[src/pkg/scq_pkg.sv]
// Constants and types of the sync clock qualifier.
// Assumes one 100 MHz clock and synchronous sync input sampling.
package scq_pkg;

	////////////////////////////////////////////////////////////////////////////
	// Clock and frequencies.
	localparam int CLK_HZ       = 100_000_000;
	localparam int INT_FREQ_HZ  = 220_000;
	localparam int EXT_MIN_HZ   = 200_000;
	localparam int EXT_MAX_HZ   = 300_000;
	localparam int TOL_PCT      = 5;
	localparam int DUTY_MIN_PCT = 20;
	localparam int DUTY_MAX_PCT = 80;
	localparam int LOCK_CYCLES  = 32;

	////////////////////////////////////////////////////////////////////////////
	// Derived cycle counts.
	localparam int CNT_W = 10;
	localparam int GCNT_W = 6;
	localparam int INT_PERIOD_CYC = (CLK_HZ + INT_FREQ_HZ / 2) / INT_FREQ_HZ;
	localparam int EXT_FAST_HZ = EXT_MAX_HZ / 100 * (100 + TOL_PCT);
	localparam int EXT_SLOW_HZ = EXT_MIN_HZ / 100 * (100 - TOL_PCT);
	localparam logic [CNT_W-1:0] EXT_MIN_PER_CYC =
		CNT_W'((CLK_HZ + EXT_FAST_HZ - 1) / EXT_FAST_HZ);
	localparam logic [CNT_W-1:0] EXT_MAX_PER_CYC = CNT_W'(CLK_HZ / EXT_SLOW_HZ);
	localparam logic [GCNT_W-1:0] LOCK_LAST = GCNT_W'(LOCK_CYCLES - 1);

	////////////////////////////////////////////////////////////////////////////
	// Types.
	typedef enum logic {SCQ_INTERNAL, SCQ_EXTERNAL} scq_mode_t;

	typedef struct packed {
		logic sw_tick;
		logic ext_locked;
		logic bad_cycle;
	} scq_out_t;

endpackage

[src/core/scq_osc.sv]
// Internal switching oscillator: a free running divider of the clock.
// Assumes clk at the package clock rate.
`timescale 1ns/10ps
module scq_osc #(
	parameter int PERIOD = scq_pkg::INT_PERIOD_CYC
) (
	// Clock and reset.
	input  wire logic clk,
	input  wire logic rst,
	// Timebase.
	output logic      tick
);

	typedef struct packed {
		logic [15:0] cnt;
		logic        tick;
	} scq_osc_st_t;

	scq_osc_st_t st_ff;
	scq_osc_st_t nxt_st;

	////////////////////////////////////////////////////////////////////////////
	// One-cycle pulse every PERIOD clocks.
	always_comb begin
		nxt_st = st_ff;
		nxt_st.tick = 1'b0;
		if (st_ff.cnt == 16'(PERIOD - 1)) begin
			nxt_st.cnt = 16'h0000;
			nxt_st.tick = 1'b1;
		end else begin
			nxt_st.cnt = st_ff.cnt + 16'h0001;
		end
	end

	always_ff @(posedge clk or posedge rst) begin
		if (rst) begin
			st_ff <= '0;
		end else begin
			st_ff <= nxt_st;
		end
	end

	assign tick = st_ff.tick;

endmodule

[src/core/scq_top.sv]
// Sync clock qualifier: checks an external sync input and picks the timebase.
// Assumes sync_in and sync_opt_en are synchronous to clk.
`timescale 1ns/10ps
module scq_top #(
	parameter int                    INT_PERIOD = scq_pkg::INT_PERIOD_CYC,
	parameter logic [scq_pkg::CNT_W-1:0] MIN_PER = scq_pkg::EXT_MIN_PER_CYC,
	parameter logic [scq_pkg::CNT_W-1:0] MAX_PER = scq_pkg::EXT_MAX_PER_CYC
) (
	// Clock and reset.
	input  wire logic          clk,
	input  wire logic          rst,
	// Option strap and external sync.
	input  wire logic          sync_opt_en,
	input  wire logic          sync_in,
	// Timebase and status.
	output scq_pkg::scq_out_t  tb_out
);

	localparam int W = scq_pkg::CNT_W;
	localparam int GW = scq_pkg::GCNT_W;

	typedef struct packed {
		scq_pkg::scq_mode_t mode;
		logic               opt;
		logic               sync_q;
		logic               seen;
		logic [W-1:0]       per_cnt;
		logic [W-1:0]       hi_cnt;
		logic [GW-1:0]      good_cnt;
		scq_pkg::scq_out_t  out;
	} scq_st_t;

	scq_st_t st_ff;
	scq_st_t nxt_st;
	logic    osc_tick;
	logic    edge_det;
	logic    timeout;
	logic    good;
	logic    bad;

	////////////////////////////////////////////////////////////////////////////
	// Internal oscillator.
	scq_osc #(
		.PERIOD (INT_PERIOD)
	) u_osc (
		.clk  (clk),
		.rst  (rst),
		.tick (osc_tick)
	);

	////////////////////////////////////////////////////////////////////////////
	// Cycle checks.
	function automatic logic period_ok(input logic [W-1:0] per);
		period_ok = (per >= MIN_PER) && (per <= MAX_PER);
	endfunction

	function automatic logic duty_ok(input logic [W-1:0] per, input logic [W-1:0] hi);
		logic [W+6:0] hi_pct;
		logic [W+6:0] lo_lim;
		logic [W+6:0] hi_lim;
		hi_pct = (W+7)'(hi) * (W+7)'(100);
		lo_lim = (W+7)'(per) * (W+7)'(scq_pkg::DUTY_MIN_PCT);
		hi_lim = (W+7)'(per) * (W+7)'(scq_pkg::DUTY_MAX_PCT);
		duty_ok = (hi_pct >= lo_lim) && (hi_pct <= hi_lim);
	endfunction

	////////////////////////////////////////////////////////////////////////////
	// Next state.
	always_comb begin
		nxt_st = st_ff;
		edge_det = sync_in & ~st_ff.sync_q;
		timeout = st_ff.seen && !edge_det && (st_ff.per_cnt >= MAX_PER);
		good = edge_det && st_ff.seen && period_ok(st_ff.per_cnt)
			&& duty_ok(st_ff.per_cnt, st_ff.hi_cnt);
		bad = (edge_det && st_ff.seen && !good) || timeout;
		nxt_st.opt = sync_opt_en;
		nxt_st.sync_q = sync_in;
		nxt_st.out.bad_cycle = 1'b0;

		// Period and high time measurement.
		if (edge_det) begin
			nxt_st.seen = 1'b1;
			nxt_st.per_cnt = W'(1);
			nxt_st.hi_cnt = W'(1);
		end else if (timeout) begin
			nxt_st.seen = 1'b0;
		end else if (st_ff.seen) begin
			nxt_st.per_cnt = st_ff.per_cnt + W'(1);
			if (sync_in) begin
				nxt_st.hi_cnt = st_ff.hi_cnt + W'(1);
			end
		end

		// Qualification.
		if (!st_ff.opt) begin
			nxt_st.mode = scq_pkg::SCQ_INTERNAL;
			nxt_st.good_cnt = '0;
			nxt_st.seen = 1'b0;
		end else if (bad) begin
			nxt_st.out.bad_cycle = 1'b1;
			nxt_st.good_cnt = '0;
			nxt_st.mode = scq_pkg::SCQ_INTERNAL;
		end else if (good) begin
			if (st_ff.good_cnt == scq_pkg::LOCK_LAST) begin
				nxt_st.mode = scq_pkg::SCQ_EXTERNAL;
			end else begin
				nxt_st.good_cnt = st_ff.good_cnt + GW'(1);
			end
		end

		// Timebase selection.
		case (st_ff.mode)
			scq_pkg::SCQ_EXTERNAL: begin
				nxt_st.out.sw_tick = good && st_ff.opt;
			end
			scq_pkg::SCQ_INTERNAL: begin
				nxt_st.out.sw_tick = osc_tick;
			end
			default: begin
				nxt_st.out.sw_tick = osc_tick;
			end
		endcase
		nxt_st.out.ext_locked = (nxt_st.mode == scq_pkg::SCQ_EXTERNAL);
	end

	always_ff @(posedge clk or posedge rst) begin
		if (rst) begin
			st_ff <= '0;
		end else begin
			st_ff <= nxt_st;
		end
	end

	assign tb_out = st_ff.out;
endmodule

[config.mk]
export PLATFORM = sky130hd
export DESIGN_NAME = scq_top
export DESIGN_NICKNAME = d
export VERILOG_FILES = /design/src/pkg/scq_pkg.sv /design/src/core/scq_osc.sv /design/src/core/scq_top.sv
export SDC_FILE = /design/constraint.sdc
export NUM_CORES = 1
export LEC_CHECK = 0
export ABC_CLOCK_PERIOD_IN_PS = 5220
export BUFFER_PORTS_ARGS = -buffer_cell sky130_fd_sc_hd__buf_2
export CAP_MARGIN = 20
export CORE_MARGIN = 2
export CORE_UTILIZATION = 50
export CTS_BUF_LIST = sky130_fd_sc_hd__clkbuf_16
export DETAILED_ROUTE_END_ITERATION = 16
export GPL_ROUTABILITY_DRIVEN = 1
export PLACE_DENSITY = 0.66
export SLEW_MARGIN = 10
export SYNTH_ARGS = -nofsm -noshare
export SYNTH_HDL_FRONTEND = slang
export SYNTH_SLANG_ARGS = --single-unit
[constraint.sdc]
create_clock -name clk -period 5.22 [get_ports clk]
set_clock_uncertainty 0.05 [all_clocks]
set_input_delay 1.044 -clock clk [delete_from_list [all_inputs] [get_ports clk]]
set_output_delay 1.044 -clock clk [all_outputs]
set_load 0.01 [all_outputs]
==> flow_metrics.env <==
export IMPL_status="finished, final reports clean"
export IMPL_syn2layout_area_growth_pct=6.223
export IMPL_p_sw_frac=0.3847
export IMPL_num_antenna_cells=0
export IMPL_io_buffers=6
export IMPL_critical_path_class="flip-flop to flip-flop"
export IMPL_ys_types=54
export IMPL_route_detailed_drc=0
export IMPL_pwr_share_clk=0.230
export IMPL_cts_resized=0
export IMPL_fp_dieArea_um2=9447
export IMPL_power_frac_seq=0.305
export IMPL_dp_hpwl_um=6787
export IMPL_die_y_um=97.20
export IMPL_yosysSeqAreaShare=0.2823
export IMPL_hold_class="flip-flop to flip-flop"
export IMPL_worstMarginPinSlew_ps=586.6
export IMPL_hold_viol=0
export IMPL_grt_usage=0.1860
export IMPL_post_cts_setup_buffers=0
export IMPL_setup_worst_path_start_class="flip-flop"
export IMPL_syn_area_um2=4343
export IMPL_nNetsFinal=559
export IMPL_viasPerCell=5.808
export IMPL_drt_iter0_markers=66
export IMPL_synth_top_area_frac=0.2823
export IMPL_reg2reg_slack_ps=330
export IMPL_fin_crit_sh=0.9364
export IMPL_synth_edf_count=0
export IMPL_ir_drop_uv=135.6
export IMPL_drt_first_pass_iters=4
export IMPL_syn_inst=465
export IMPL_detail_route_antenna_nets=0
export IMPL_grt_pass1_vias=3265
export IMPL_synth_area_leaders="dfrtp_1 (28%), ha_1 (23%), xnor2_1 (4.8%)"
export IMPL_timing_fmax_mhz=204.6
export IMPL_clock_sinks=49
export IMPL_drv_slew=0
export IMPL_grt_max_degree=50
export IMPL_synth_largest_area_cell="dfrtp_1"
export IMPL_rows=33
export IMPL_tritoncts="built"
export IMPL_power_density_nw_per_um2=301.3
export IMPL_gr_total_overflow=0
export IMPL_num_vias=3334
export IMPL_async_reset_ff_frac=1.000
export IMPL_finalPower_uw=1390
export IMPL_syn_nets=556
export IMPL_post_drt_wl_per_cell_um=14.97
export IMPL_tns_ps=0
export IMPL_ctsLongestPathBuffers=2
export IMPL_clk_pin_slew_ps=70
export IMPL_synth_seq_cells=49
export IMPL_finalCriticalPeriod_ps=4888
export IMPL_totalWireLength_um=8592
export IMPL_max_cap_violations=0
export IMPL_p_leak_uw=0.002370
export IMPL_ctsHoldBuffers=0
export IMPL_ys_warn_count=0
export IMPL_final_cell_mix="ha_1 (81), dfrtp_1 (49), nand2_1 (37)"
export IMPL_setup_violations=0
export IMPL_rsz0062_at_grt="false"
export IMPL_cp_arrival_ps=5070
export IMPL_avgSynthCellArea_um2=9.340
export IMPL_die_w_um=97.20
export IMPL_cp_max_fo=12
export IMPL_fin_util=0.5559
export IMPL_maxSlewHeadroom=0.6084
export IMPL_power_frac_comb=0.465
export IMPL_drive_above_1_share=0.06823
export IMPL_required_ps=5400
export IMPL_gp_congestion=0.8485
export IMPL_antenna_found_initial=0
export IMPL_p_int_uw=855.2
export IMPL_clock_latency_ps=290
export IMPL_endpoint_kind="flip-flop"
export IMPL_initial_core_util=0.5233
export IMPL_yosys_most_used_dff="dfrtp_1"
export IMPL_grt_pass1_wl_um=14960
export IMPL_clock_root_buffer="clkbuf_16"
export IMPL_core_um2=8299
export IMPL_h_tree_depth=2
export IMPL_numCtsBuffers=5
export IMPL_final_common_cell="ha_1"
export IMPL_power_switching_uw=534.7
export IMPL_num_io_pins=7
-- synthesized netlist by cell type, drive strengths merged (2+ instances only) --
| cell | number |
|---|---|
| o31ai | 4 |
| fa | 6 |
| xnor2 | 24 |
| o21bai | 8 |
| xor2 | 14 |
| and4 | 4 |
| and3 | 19 |
| nor2 | 30 |
| a21o | 6 |
| o211ai | 4 |
| nor4 | 5 |
| buf | 7 |
| nand2 | 37 |
| o21a | 3 |
| nand3 | 28 |
| ha | 81 |
| inv | 24 |
| o2111a | 2 |
| o21ai | 20 |
| and4bb | 3 |
| a21boi | 4 |
| a31oi | 7 |
| or4 | 2 |
| o2111ai | 2 |
| clkbuf | 6 |
| nor3b | 3 |
| and2 | 5 |
| a211oi | 7 |
| and3b | 2 |
| a21oi | 23 |
| nor2b | 3 |
| nand4 | 13 |
| dfrtp | 49 |
| nand2b | 2 |
-- final cells by class --
cell class | count | area [um^2]
inverter | 24 | 90.09
clock buffer | 5 | 125.1
clock inverter | 3 | 21.27
timing repair buffer | 9 | 72.57
fill | 765 | 3686
tap | 105 | 131.4
multi-input combinational | 379 | 2947
sequential | 49 | 1226
-- worst paths after layout --
path / start / end / cells past startpoint
max: st_ff[14] / st_ff[5] / 17
min: u_osc.st_ff[16] / u_osc.st_ff[16] / 1
max reg2reg: st_ff[14] / st_ff[5] / 17
min reg2reg: u_osc.st_ff[16] / u_osc.st_ff[16] / 1
max in group asynchronous: rst / st_ff[17] / 3
min in group asynchronous: rst / st_ff[31] / 2
-- worst max-delay path, stage by stage, from the launching register on --
cell,delay (ps)
dfrtp_1,440
ha_1,330
ha_1,310
fa_1,460
ha_1,260
or4_4,550
o21ai_0,200
xnor2_1,210
ha_1,310
a21o_1,180
a21oi_1,200
nand3_1,90
o21a_1,190
nor4_1,220
o21bai_2,150
buf_4,200
a21oi_1,140
and4bb_2,330
-- registers in the layout, summed over array words and instances, names as in the netlist --
name and flops:
u_osc.st_ff 16, tb_out 3, u_osc.tick 1, st_ff 29
-- metal layers --
layer	wire length [um]	track usage	vias to the layer above	share of wire
met4	89	0.04117	0	0.010
met3	110	0.02590	6	0.013
li1	-	-	1699	-
met2	4053	0.3093	22	0.47
met5	0	0	-	0
met1	4340	0.2585	1607	0.51
-- kinds of logic after synthesis --
family                     Yosys count  synth area share
and+or+nand+nor                    158            0.1925
AOI/OAI and AO/OA                   95            0.1461
xor gates and xnor gates            38           0.07664
muxes                                1          0.002305
DFF                                 49            0.2823
buffers and inverters               37           0.03918
adders and majority gates           87            0.2610
-- through the flow --
step	cells	worst slack [ps]	hold slack, ps	instance area (um^2)
after floorplan	465	791.3	396.7	4343
after global placement	565	495.3	424.6	4439
after detailed placement	565	351.8	424.9	4439
after CTS	573	329.9	438.5	4586
after global routing	574	4.151	452.7	4613
final	574	331.9	433.1	4613
-- power groups by stage --
stage               registers [uW]  logic (uW)  clock network, uW
floorplan                      421         506                  0
global placement               430         618                  0
detailed placement             431         640                  0
CTS                            424         645                330
global route                   428         730                344
finish                         424         647                319
No activity file was read; power rests on OpenSTA's default activity.
